File: config.mk
export PLATFORM = sky130hd
export DESIGN_NAME = mdc_config_loader
export DESIGN_NICKNAME = d
export VERILOG_FILES = /design/src/hdl/mdc_pkg.sv /design/src/hdl/mdc_clk_if.sv /design/src/hdl/mdc_clock_gen.sv /design/src/hdl/mdc_config_loader.sv
export SDC_FILE = /design/constraint.sdc
export NUM_CORES = 1
export LEC_CHECK = 0
export ABC_AREA = 1
export BUFFER_PORTS_ARGS = -buffer_cell sky130_fd_sc_hd__buf_4
export CAP_MARGIN = 20
export CORE_MARGIN = 5
export CORE_UTILIZATION = 55
export DETAILED_ROUTE_END_ITERATION = 8
export PLACE_DENSITY = 0.79
export SLEW_MARGIN = 40
export SYNTH_ARGS = -nofsm -noshare
export SYNTH_HDL_FRONTEND = slang
export SYNTH_SLANG_ARGS = --single-unit
export TNS_END_PERCENT = 1
File: constraint.sdc
create_clock -name core_clk -period 6.85 [get_ports core_clk]
set_clock_uncertainty 0.2 [all_clocks]
set_input_delay 1.0275 -clock core_clk [delete_from_list [all_inputs] [get_ports core_clk]]
set_output_delay 1.0275 -clock core_clk [all_outputs]
set_load 0.01 [all_outputs]
File: src/hdl/mdc_pkg.sv
package mdc_pkg;

  // ----------------------------------------
  // Timing
  // ----------------------------------------
  localparam int CORE_PERIOD_PS = 4000;
  localparam int CLK_TYP_PERIOD_PS = 33330;
  localparam int CLK_MAX_PERIOD_PS = 50000;
  // Typical period rounded down stays below the longest period
  localparam int CLK_PERIOD_CYC = CLK_TYP_PERIOD_PS / CORE_PERIOD_PS;
  localparam int CLK_MAX_CYC = CLK_MAX_PERIOD_PS / CORE_PERIOD_PS;
  localparam int CLK_HALF_CYC = CLK_PERIOD_CYC / 2;
  localparam int ERR_TIMEOUT_US = 80;
  localparam int ERR_TIMEOUT_CYC = ERR_TIMEOUT_US * 1000000 / CORE_PERIOD_PS;
  localparam int INIT_CYCLES = 3180;

  // ----------------------------------------
  // Widths
  // ----------------------------------------
  localparam int ADDR_W = 24;
  localparam int DATA_W = 16;
  localparam int BYTE_W = 8;
  localparam int APB_AW = 8;
  localparam int SYNC_W = 4 + DATA_W;

  // ----------------------------------------
  // Register map
  // ----------------------------------------
  localparam logic [7:0] REG_CTRL = 8'h00;
  localparam logic [7:0] REG_LENGTH = 8'h04;
  localparam logic [7:0] REG_EXPECT = 8'h08;
  localparam logic [7:0] REG_BOOT = 8'h0C;
  localparam logic [7:0] REG_STATUS = 8'h10;
  localparam logic [7:0] REG_CHECKSUM = 8'h14;
  localparam logic [7:0] REG_ADDR = 8'h18;

  localparam int CTRL_AUTO_BIT = 0;
  localparam int CTRL_WORD_BIT = 1;
  localparam int STAT_STATE_LSB = 0;
  localparam int STAT_USER_BIT = 4;
  localparam int STAT_CHAIN_BIT = 5;
  localparam int STAT_ERR_BIT = 8;

  localparam logic [1:0] CTRL_RESET = 2'h1;
  localparam logic [31:0] LENGTH_RESET = 32'h0000_0010;
  localparam logic [15:0] EXPECT_RESET = 16'h0000;
  localparam logic [23:0] BOOT_RESET = 24'h01_0000;

  typedef enum logic [2:0] {
    ST_RESET,
    ST_LOAD,
    ST_FORWARD,
    ST_INIT,
    ST_USER,
    ST_ERR_HOLD
  } mdc_state_type;

endpackage

File: src/hdl/mdc_clk_if.sv
`timescale 1ns/1ps
interface mdc_clk_if;
  logic run;
  logic clkLevel;
  logic periodEnd;
  modport gen (input run, output clkLevel, output periodEnd);
  modport user (output run, input clkLevel, input periodEnd);
endinterface

File: src/hdl/mdc_clock_gen.sv
`timescale 1ns/1ps
module mdc_clock_gen (
  input wire logic core_clk, // Core clock
  input wire logic nrst, // Asynchronous reset, active low
  mdc_clk_if.gen clkIf // Divided configuration clock
);

  logic [3:0] phase_reg;
  logic [3:0] phase_next;
  logic level_reg;

  // ----------------------------------------
  // Divider
  // ----------------------------------------
  always_comb
  begin
    if (!clkIf.run || phase_reg == 4'(mdc_pkg::CLK_PERIOD_CYC - 1))
      phase_next = 4'h0;
    else
      phase_next = phase_reg + 4'h1;
  end

  always_ff @(posedge core_clk or negedge nrst)
  begin
    if (!nrst)
      phase_reg <= 4'h0;
    else
      phase_reg <= phase_next;
  end

  // High for the first half period, stands still low while stopped
  always_ff @(posedge core_clk or negedge nrst)
  begin
    if (!nrst)
      level_reg <= 1'b0;
    else
      level_reg <= clkIf.run && (phase_reg < 4'(mdc_pkg::CLK_HALF_CYC));
  end

  assign clkIf.clkLevel = level_reg;
  // Last core cycle of each period: data launched at the rise has settled
  assign clkIf.periodEnd = clkIf.run && (phase_reg == 4'(mdc_pkg::CLK_PERIOD_CYC - 1));

endmodule

File: src/hdl/mdc_config_loader.sv
// The register addresses and register access over APB are this design's own decisions.
`timescale 1ns/1ps
module mdc_config_loader #(
  parameter int ERR_TIMEOUT_CYC = mdc_pkg::ERR_TIMEOUT_CYC
) (
  input wire logic core_clk, // Core clock, 250 MHz
  input wire logic nrst, // Asynchronous reset, active low
  input wire logic psel, // APB select
  input wire logic penable, // APB enable
  input wire logic pwrite, // APB write
  input wire logic [7:0] paddr, // APB byte address
  input wire logic [31:0] pwdata, // APB write data
  output logic [31:0] prdata, // APB read data
  output logic pready, // APB ready
  output logic pslverr, // APB error
  input wire logic configRequestN, // Configuration request pin
  input wire logic chainEnableInN, // Chain-enable input pin
  output logic chainEnableOutN, // Chain-enable output pin
  input wire logic errorStatusLineNIn, // Shared status line level
  output logic errorStatusLineNOut, // Status drive value, always low
  output logic errorStatusLineNOen, // Status drive enable, low drives
  input wire logic configCompleteIn, // Shared completion line level
  output logic configCompleteOut, // Completion drive value, always low
  output logic configCompleteOen, // Completion drive enable, low drives
  output logic configClockOut, // Configuration clock to flash and slaves
  output logic [23:0] flashAddr, // Flash address
  input wire logic [15:0] flashData, // Flash data bus
  output logic flashCeN, // Flash chip enable
  output logic flashOeN, // Flash output enable
  output logic flashAvdN, // Flash address valid
  output logic flashBusOen, // High floats every flash output
  input wire logic flashReady, // Flash ready, not used
  output logic userMode // Device in user mode
);

  // ----------------------------------------
  // Declarations
  // ----------------------------------------
  mdc_clk_if clkIf ();

  logic [mdc_pkg::SYNC_W-1:0] meta_reg;
  logic [mdc_pkg::SYNC_W-1:0] sync_reg;
  logic reqHigh;
  logic ceInHigh;
  logic statusHigh;
  logic completeHigh;
  logic [15:0] dataSync;

  mdc_pkg::mdc_state_type state_reg;
  mdc_pkg::mdc_state_type state_next;

  logic [1:0] ctrl_reg;
  logic [31:0] length_reg;
  logic [15:0] expect_reg;
  logic [23:0] boot_reg;
  logic errSticky_reg;
  logic [15:0] sum_reg;
  logic [15:0] sum_next;
  logic [15:0] unit;
  logic [31:0] count_reg;
  logic lastUnit;
  logic sumBad;
  logic [15:0] errTimer_reg;
  logic [11:0] initTimer_reg;
  logic [23:0] addr_reg;
  logic busy;
  logic chainOutN_reg;
  logic statusOen_reg;
  logic completeOen_reg;
  logic ceN_reg;
  logic avdN_reg;
  logic busOen_reg;
  logic user_reg;
  logic [31:0] prdata_reg;
  logic [31:0] rd_next;
  logic pready_reg;
  logic pslverr_reg;
  logic addrHit;
  logic setupPhase;
  logic wrAccess;

  // ----------------------------------------
  // Pin synchronisers
  // ----------------------------------------
  always_ff @(posedge core_clk or negedge nrst)
  begin
    if (!nrst)
    begin
      meta_reg <= '0;
      sync_reg <= '0;
    end
    else
    begin
      meta_reg <= {configCompleteIn, errorStatusLineNIn, configRequestN, chainEnableInN,
        flashData};
      sync_reg <= meta_reg;
    end
  end

  assign completeHigh = sync_reg[mdc_pkg::DATA_W + 3];
  assign statusHigh = sync_reg[mdc_pkg::DATA_W + 2];
  assign reqHigh = sync_reg[mdc_pkg::DATA_W + 1];
  assign ceInHigh = sync_reg[mdc_pkg::DATA_W];
  assign dataSync = sync_reg[mdc_pkg::DATA_W-1:0];

  // ----------------------------------------
  // Configuration clock
  // ----------------------------------------
  assign busy = (state_reg == mdc_pkg::ST_LOAD) || (state_reg == mdc_pkg::ST_FORWARD);
  assign clkIf.run = busy;

  mdc_clock_gen u_clock_gen (
    .core_clk(core_clk),
    .nrst(nrst),
    .clkIf(clkIf.gen)
  );

  // ----------------------------------------
  // Data capture
  // ----------------------------------------
  // Ready from the flash plays no part in the data timing
  always_comb
  begin
    if (ctrl_reg[mdc_pkg::CTRL_WORD_BIT])
      unit = dataSync;
    else
      unit = {8'h00, dataSync[mdc_pkg::BYTE_W-1:0]};
  end

  assign sum_next = sum_reg + unit;
  assign lastUnit = (count_reg == length_reg - 32'h1);
  assign sumBad = (sum_next != expect_reg);

  always_ff @(posedge core_clk or negedge nrst)
  begin
    if (!nrst)
    begin
      sum_reg <= 16'h0000;
      count_reg <= 32'h0;
    end
    else if (state_reg != mdc_pkg::ST_LOAD)
    begin
      if (state_reg == mdc_pkg::ST_RESET)
      begin
        sum_reg <= 16'h0000;
        count_reg <= 32'h0;
      end
    end
    else if (clkIf.periodEnd)
    begin
      sum_reg <= sum_next;
      count_reg <= count_reg + 32'h1;
    end
  end

  // Keeps stepping after own data so the slaves see the rest
  always_ff @(posedge core_clk or negedge nrst)
  begin
    if (!nrst)
      addr_reg <= mdc_pkg::BOOT_RESET;
    else if (state_reg == mdc_pkg::ST_RESET)
      addr_reg <= boot_reg;
    else if (busy && clkIf.periodEnd)
      addr_reg <= addr_reg + 24'h1;
  end

  // ----------------------------------------
  // Sequencer
  // ----------------------------------------
  always_comb
  begin
    state_next = state_reg;
    unique case (state_reg)
      mdc_pkg::ST_RESET:
        if (reqHigh && statusHigh && !ceInHigh)
          state_next = mdc_pkg::ST_LOAD;
      mdc_pkg::ST_LOAD:
        if (clkIf.periodEnd && lastUnit)
          state_next = sumBad ? mdc_pkg::ST_ERR_HOLD : mdc_pkg::ST_FORWARD;
      mdc_pkg::ST_FORWARD:
        // Wait for the period end so the slaves never see a short clock pulse
        if (completeHigh && clkIf.periodEnd)
          state_next = mdc_pkg::ST_INIT;
      mdc_pkg::ST_INIT:
        if (initTimer_reg == 12'(mdc_pkg::INIT_CYCLES - 1))
          state_next = mdc_pkg::ST_USER;
      mdc_pkg::ST_USER:
        state_next = mdc_pkg::ST_USER;
      mdc_pkg::ST_ERR_HOLD:
        if (ctrl_reg[mdc_pkg::CTRL_AUTO_BIT] && errTimer_reg == 16'(ERR_TIMEOUT_CYC - 1))
          state_next = mdc_pkg::ST_RESET;
      default:
        state_next = mdc_pkg::ST_RESET;
    endcase
    if (!reqHigh)
      state_next = mdc_pkg::ST_RESET;
    else if (!statusHigh && state_reg != mdc_pkg::ST_ERR_HOLD)
      state_next = mdc_pkg::ST_RESET;
  end

  always_ff @(posedge core_clk or negedge nrst)
  begin
    if (!nrst)
      state_reg <= mdc_pkg::ST_RESET;
    else
      state_reg <= state_next;
  end

  always_ff @(posedge core_clk or negedge nrst)
  begin
    if (!nrst)
      errTimer_reg <= 16'h0000;
    else if (state_reg == mdc_pkg::ST_ERR_HOLD)
      errTimer_reg <= errTimer_reg + 16'h1;
    else
      errTimer_reg <= 16'h0000;
  end

  always_ff @(posedge core_clk or negedge nrst)
  begin
    if (!nrst)
      initTimer_reg <= 12'h000;
    else if (state_reg == mdc_pkg::ST_INIT)
      initTimer_reg <= initTimer_reg + 12'h1;
    else
      initTimer_reg <= 12'h000;
  end

  // ----------------------------------------
  // Pin drivers
  // ----------------------------------------
  always_ff @(posedge core_clk or negedge nrst)
  begin
    if (!nrst)
    begin
      chainOutN_reg <= 1'b1;
      completeOen_reg <= 1'b0;
      statusOen_reg <= 1'b1;
      user_reg <= 1'b0;
    end
    else
    begin
      // Own data taken and chain enabled: pass the chain on
      chainOutN_reg <= !(state_next == mdc_pkg::ST_FORWARD || state_next == mdc_pkg::ST_INIT
        || state_next == mdc_pkg::ST_USER) || ceInHigh;
      completeOen_reg <= (state_next == mdc_pkg::ST_FORWARD || state_next == mdc_pkg::ST_INIT
        || state_next == mdc_pkg::ST_USER);
      statusOen_reg <= (state_next != mdc_pkg::ST_ERR_HOLD);
      user_reg <= (state_next == mdc_pkg::ST_USER);
    end
  end

  // Flash side floats unless this device owns the bus and is loading or forwarding
  always_ff @(posedge core_clk or negedge nrst)
  begin
    if (!nrst)
    begin
      busOen_reg <= 1'b1;
      ceN_reg <= 1'b1;
      avdN_reg <= 1'b1;
    end
    else
    begin
      busOen_reg <= !reqHigh || ceInHigh || !(state_next == mdc_pkg::ST_LOAD
        || state_next == mdc_pkg::ST_FORWARD);
      ceN_reg <= !(state_next == mdc_pkg::ST_LOAD || state_next == mdc_pkg::ST_FORWARD);
      avdN_reg <= !(state_next == mdc_pkg::ST_LOAD && state_reg != mdc_pkg::ST_LOAD);
    end
  end

  assign chainEnableOutN = chainOutN_reg;
  assign errorStatusLineNOut = 1'b0;
  assign errorStatusLineNOen = statusOen_reg;
  assign configCompleteOut = 1'b0;
  assign configCompleteOen = completeOen_reg;
  assign configClockOut = clkIf.clkLevel;
  assign flashAddr = addr_reg;
  assign flashCeN = ceN_reg;
  assign flashOeN = ceN_reg;
  assign flashAvdN = avdN_reg;
  assign flashBusOen = busOen_reg;
  assign userMode = user_reg;

  // ----------------------------------------
  // APB slave
  // ----------------------------------------
  assign setupPhase = psel && !penable;
  assign wrAccess = psel && penable && pready_reg && pwrite;

  always_comb
  begin
    addrHit = 1'b1;
    rd_next = 32'h0;
    unique case (paddr)
      mdc_pkg::REG_CTRL: rd_next = {30'h0, ctrl_reg};
      mdc_pkg::REG_LENGTH: rd_next = length_reg;
      mdc_pkg::REG_EXPECT: rd_next = {16'h0, expect_reg};
      mdc_pkg::REG_BOOT: rd_next = {8'h00, boot_reg};
      mdc_pkg::REG_STATUS:
      begin
        rd_next[mdc_pkg::STAT_STATE_LSB +: 3] = state_reg;
        rd_next[mdc_pkg::STAT_USER_BIT] = user_reg;
        rd_next[mdc_pkg::STAT_CHAIN_BIT] = !chainOutN_reg;
        rd_next[mdc_pkg::STAT_ERR_BIT] = errSticky_reg;
      end
      mdc_pkg::REG_CHECKSUM: rd_next = {16'h0, sum_reg};
      mdc_pkg::REG_ADDR: rd_next = {8'h00, addr_reg};
      default: addrHit = 1'b0;
    endcase
  end

  always_ff @(posedge core_clk or negedge nrst)
  begin
    if (!nrst)
    begin
      pready_reg <= 1'b0;
      pslverr_reg <= 1'b0;
      prdata_reg <= 32'h0;
    end
    else
    begin
      pready_reg <= setupPhase;
      pslverr_reg <= setupPhase && !addrHit;
      prdata_reg <= (setupPhase && !pwrite) ? rd_next : 32'h0;
    end
  end

  always_ff @(posedge core_clk or negedge nrst)
  begin
    if (!nrst)
    begin
      ctrl_reg <= mdc_pkg::CTRL_RESET;
      length_reg <= mdc_pkg::LENGTH_RESET;
      expect_reg <= mdc_pkg::EXPECT_RESET;
      boot_reg <= mdc_pkg::BOOT_RESET;
    end
    else if (wrAccess)
    begin
      if (paddr == mdc_pkg::REG_CTRL)
        ctrl_reg <= pwdata[1:0];
      if (paddr == mdc_pkg::REG_LENGTH)
        length_reg <= pwdata;
      if (paddr == mdc_pkg::REG_EXPECT)
        expect_reg <= pwdata[15:0];
      if (paddr == mdc_pkg::REG_BOOT)
        boot_reg <= pwdata[23:0];
    end
  end

  // Set wins over a clear in the same cycle
  always_ff @(posedge core_clk or negedge nrst)
  begin
    if (!nrst)
      errSticky_reg <= 1'b0;
    else if (state_reg == mdc_pkg::ST_LOAD && state_next == mdc_pkg::ST_ERR_HOLD)
      errSticky_reg <= 1'b1;
    else if (wrAccess && paddr == mdc_pkg::REG_STATUS && pwdata[mdc_pkg::STAT_ERR_BIT])
      errSticky_reg <= 1'b0;
  end

  assign prdata = prdata_reg;
  assign pready = pready_reg;
  assign pslverr = pslverr_reg;

endmodule

# Word level (Yosys, flattened, before mapping)

Index checks and enable logic that the tools add are counted.

Flip-flop bits (word level): 264
Bits in latches: 0
Bits in writable memories: 0
Bits in read-only memories: 0
Output and inout port bits: 69
Word-level logic and storage cells: 138
Memories: 0

Add/subtract/negate cells: 7
Multiply operators: 0
Divide/modulo/power cells: 0
Magnitude comparators: 1
Equality and inequality tests: 25
Shift-type cells: 0
Multiplexer cells: 31
Bitwise operators: 0
Reduce and logical (&&, ||, !) cells: 49

Operator list:

| kind                    | count |
|---|---|
| $mux W32                | 4 |
| $pmux W23 S5            | 1 |
| $mux W16                | 5 |
| $mux W24                | 2 |
| $add A32 B1 Y32 const B | 1 |
| $eq A32 B32 Y1          | 1 |
| $sub A32 B1 Y32 const B | 1 |
| $add A24 B1 Y24 const B | 1 |
| $eq A8 B5 Y1 const B    | 3 |
| $mux W3                 | 8 |
| $pmux W3 S7             | 1 |
| $logic_and A1 B1 Y1     | 19 |
| $pmux W3 S6             | 1 |
| $add A16 B1 Y16 const B | 1 |
| $add A16 B16 Y16        | 1 |
| $eq A16 B15 Y1 const B  | 1 |
| $eq A8 B4 Y1 const B    | 2 |
| $ne A16 B16 Y1          | 1 |
| $add A12 B1 Y12 const B | 1 |
| $eq A12 B12 Y1 const B  | 1 |
| $eq A3 B2 Y1 const B    | 4 |
| $eq A3 B3 Y1 const B    | 4 |
| $mux W12                | 1 |
| $pmux W2 S6             | 1 |
| other kinds (20)        | 47 |

# Logic depth before layout (Yosys ltp)

Depth after elaboration: 13
Mapped depth: 23

# Modules after synthesis

A second synthesis with hierarchy kept.

Cell total of the unflattened synthesis: 1812
Area, all modules: 14152.3 um^2

Modules (own cells, without submodules):

| module            | times used | cells each | area each (um^2) | sequential area each (um^2) |
|---|---|---|---|---|
| mdc_config_loader | 1          | 1790       | 13938.4          | 6492.5 |
| mdc_clock_gen     | 1          | 22         | 214.0            | 125.1 |

# Worst setup path after synthesis

Ideal clock, no wire load.

Path kind: input to register
Start: input port paddr[7]
End: register boot_reg[19]
Library setup time: 0.135 ns
Data arrival time: 2.591 ns
Slack: 3.924 ns
Stages on the path: 10
Path buffers: 2
Path through: nor2_1 -> inv_1 -> nor3_1 -> inv_1 -> nor4_1 -> nand2_1 -> clkbuf_1 -> clkbuf_1 -> nand2_1 -> o21ai_0

Word-level cells in the longest chain between the ends: 2

Ends and longest elaborated chain:

| item                        | RTL line                 | RTL |
|---|---|---|
| from (decl)                 | mdc_config_loader.sv:11  | `input wire logic [7:0] paddr,` |
| $eq A8 B4 Y1                | mdc_config_loader.sv:345 | `if (paddr == mdc_pkg::REG_BOOT)` |
| $reduce_and A2 Y1 (no line) | -                        |  |
| to (signal assigned)        | mdc_config_loader.sv:335 | `boot_reg <= mdc_pkg::BOOT_RESET;` |
| to (signal assigned)        | mdc_config_loader.sv:346 | `boot_reg <= pwdata[23:0];` |
| to (decl)                   | mdc_config_loader.sv:55  | `logic [23:0] boot_reg;` |

Every way passes these cells.
A chain may end at the register's enable or synchronous reset.

# Final worst setup path

Start: input port paddr[1]
End: register prdata_reg[7] (netlist: prdata[7])

Word-level cells in the longest chain between the ends: 3
Elaborated cells on any way between the ends: 7

Ends and longest elaborated chain:

| item                                       | RTL line                 | RTL |
|---|---|---|
| $eq A8 B5 Y1, or another cell as far along | mdc_config_loader.sv:294 | `unique case (paddr)` |
| $pmux W2 S5 (*)                            | mdc_config_loader.sv:294 |  |
| $mux W32 (*)                               | mdc_config_loader.sv:324 | `prdata_reg <= (setupPhase && !pwrite) ? rd_next : 32'h0;` |
| to (signal assigned)                       | mdc_config_loader.sv:324 |  |
| to (decl)                                  | mdc_config_loader.sv:74  | `logic [31:0] prdata_reg;` |

Mark *: on every way between the ends. The rest lies on a longest branch, timed or not.

==> results.ini <==
[outcome]
status=finished clean

[yosys]
synth.avg_cell_area_um2=7.66
synth_area_leaders=dfrtp_1 (45%), nand2_1 (14%), inv_1 (6.3%), nor2_1 (4.7%), nand3_1 (3.3%)
synth_cell_type_count=56
ys_top_cells_by_count=nand2_1 (517), dfrtp_1 (255), inv_1 (241), nor2_1 (178), nand3_1 (94)
ys_ff_latch=264
yosys_warnings=0
synth_top_cell_by_area=dfrtp_1
async_flop_share_pct=100
ys_seq_area_share_pct=46.4
yosysMostFrequentCell=nand2_1
synth_area_um2=14300
synthCells=1862
synth_edf_count=0
synth_top_area_share_pct=44.7
synth_flop_cell=dfrtp_1

[setup_path]
worst-path-buf-inv=3
slowest_stage=clkinv_1
path_max_fanout=20
max_stage_delay_ns=0.85
required_ns=7.04
end_kind=flip-flop
crit_path_cell_trace=buf_4, nor2_1, inv_1, nor3_1, nand2_1, clkinv_1, nor3_1, nand3_1, nand2_1, a21oi_1
worstSetupPathType=input pin to flip-flop
crit_family=simple AND/OR/NAND/NOR gates
worstSetupStartpointType=input pin
worstPathArrival_ns=4.02

[sta]
max_freq_mhz=261
tightest_slew_ns=0.766
period_share_pct=55.9
setup_violations=0
rsz0062_at_grt=no
hold_violations=0
slew_violations=0
finalCriticalPeriod_ns=3.83
max_slew_margin_pct=48.5
tns_ns=0

[clock_tree]
cts_setup_buffers=0
clock_sink_count=264
clk_pin_slew_worst_paths_ns=0.06
cts_tree=done
cts_root_buf=clkbuf_16
ctsResizeCount=0
clockBufferDepth=3
htree_levels=1
insertion_delay_ns=0.55
cts_buffers=28
cts_hold_buf=0

[grt]
grt_max_degree=156
grt_pass1_wl_um=64300
grt_pass1_vias=12670
grt_overflow=0
grt.total_usage_pct=27.4
antenna_found_initial=0

[floorplan]
dieArea_um2=29300
initial_core_util_pct=55.2
fp.dieW_um=171
io-pin-count=135
core_um2=25800
fp.dieH_um=171
row_count=59

[detailed_routing]
drt_pre_antenna_iters=5
vias=13083
finalWirelength_um=39900
wl_per_cell_um=17.0
avgViaCountPerCell=5.58
drtIter0Drc=1332
antenna_left=0
drc=0

[cells_and_area]
seqCellArea_um2=6620
finalNetCount=2077
final_layout_size_suffix_gt1_share_pct=12.8
fill_cells=2234
antenna_cells=0
multi_input_area_um2=6540
syn2layout_area_growth_pct=16.4
post-route-cell-area_um2=16600

[pwr]
power_leakage_nw=7.86
vdd_drop_max_mv=0.201
powerDensity_nw_per_um2=201

[placement]
place_congestion=0.962
port_buffers=131
hpwl_um=30100
place_area_um2=15600

[job]
cap_violations=0

[hold_path]
min_path_type=flip-flop to flip-flop

-- cell usage in the layout, fill, tap and decap left out, types with 3 or more instances in the layout --
| master | count |
|---|---|
| inv_1 | 240 |
| clkbuf_8 | 4 |
| a31oi_1 | 12 |
| o22ai_1 | 16 |
| nor2_2 | 12 |
| nand4_1 | 32 |
| nor3_2 | 3 |
| o211ai_1 | 12 |
| nand2_2 | 14 |
| xnor2_1 | 16 |
| nor2_4 | 6 |
| or2_2 | 3 |
| buf_4 | 135 |
| o21ai_0 | 89 |
| ha_1 | 21 |
| nor3_1 | 58 |
| clkinv_2 | 6 |
| nand3_1 | 94 |
| clkbuf_16 | 29 |
| bufinv_16 | 4 |
| nor2_1 | 177 |
| xor2_1 | 39 |
| nand3b_1 | 10 |
| a221oi_1 | 16 |
| nand2_1 | 515 |
| dfstp_2 | 9 |
| o21ai_1 | 28 |
| o31ai_1 | 8 |
| o221ai_1 | 8 |
| and2_1 | 5 |
| dfrtp_1 | 255 |
| nor3_4 | 3 |
| clkbuf_1 | 7 |
| inv_2 | 13 |
| a21oi_1 | 68 |
| nor4_1 | 12 |
-- cell families after synthesis --
kind of cell	count (synthesis)	synth area share (%)
AOI/OAI and AO/OA	265	10.7
xor gates and xnor gates	56	3.53
adders and majority gates	22	1.98
buffers and inverters	298	7.98
DFF	264	46.4
muxes	1	0.0789
other	1	0.0263
and+or+nand+nor	955	29.3
-- path summary, 6_finish.rpt --
path,startpoint,endpoint,slack [ns],depth (start not counted)
setup / recovery,paddr[1],prdata[7]$_DFF_PN0_,3.02,10
hold / removal,meta_reg[3]$_DFF_PN0_,sync_reg[3]$_DFF_PN0_,0.14,0
setup reg to reg,state_reg[1]$_DFF_PN0_,count_reg[27]$_DFFE_PN0P_,3.23,19
hold reg to reg,meta_reg[3]$_DFF_PN0_,sync_reg[3]$_DFF_PN0_,0.14,0
max in group asynchronous,nrst,flashCeN$_DFF_PN1_,5.13,3
min in group asynchronous,nrst,boot_reg[20]$_DFFE_PN0P_,0.16,1
-- layout make-up --
type | instances | share of cell area [%]
clock buffers | 40 | 4.86
flip-flops and latches | 264 | 39.8
well taps | 335 | 2.52
clock inverters | 12 | 1.00
repair buffers | 139 | 6.64
multi-input cells | 1301 | 39.4
inverters | 255 | 5.76
-- worst reg2reg max path, delay by kind of cell (launching register included) --
kind,cells,cell delay (ns)
flip-flops,1,0.48
buffers and inverters,4,0.95
AND/OR/NAND/NOR,15,1.84
-- through the flow --
stage / hold slack (ns) / setup WS, ns / instances / power, mW / util, %
final: 0.143 / 3.02 / 2346 / 3.33 / 64.3
after global routing: 0.158 / 2.71 / 2346 / 3.44 / 64.3
after CTS: 0.150 / 3.15 / 2344 / 3.35 / 64.1
after detailed placement: 0.136 / 2.59 / 2292 / 1.76 / 60.3
after global placement: 0.133 / 2.60 / 2292 / 1.75 / 60.3
after floorplan: 0.131 / 3.92 / 1863 / 1.67 / -
-- per-layer routing --
metal	global-route usage [%]	routed length (um)	vias up
li1	-	-	6286
met1	37.9	16700	6173
met2	44.3	18500	528
met3	4.30	3200	96
met4	9.51	1440	0
met5	0	0	-
-- power by group --
part / switching [mW] / leakage (nW) / internal (mW)
Combinational: 0.0925 / 3.86 / 0.0528
Clock: 0.634 / 0.479 / 0.969
Sequential: 0.00908 / 3.52 / 1.58
Total: 0.735 / 7.86 / 2.60
No activity file was read; power rests on OpenSTA's default activity.
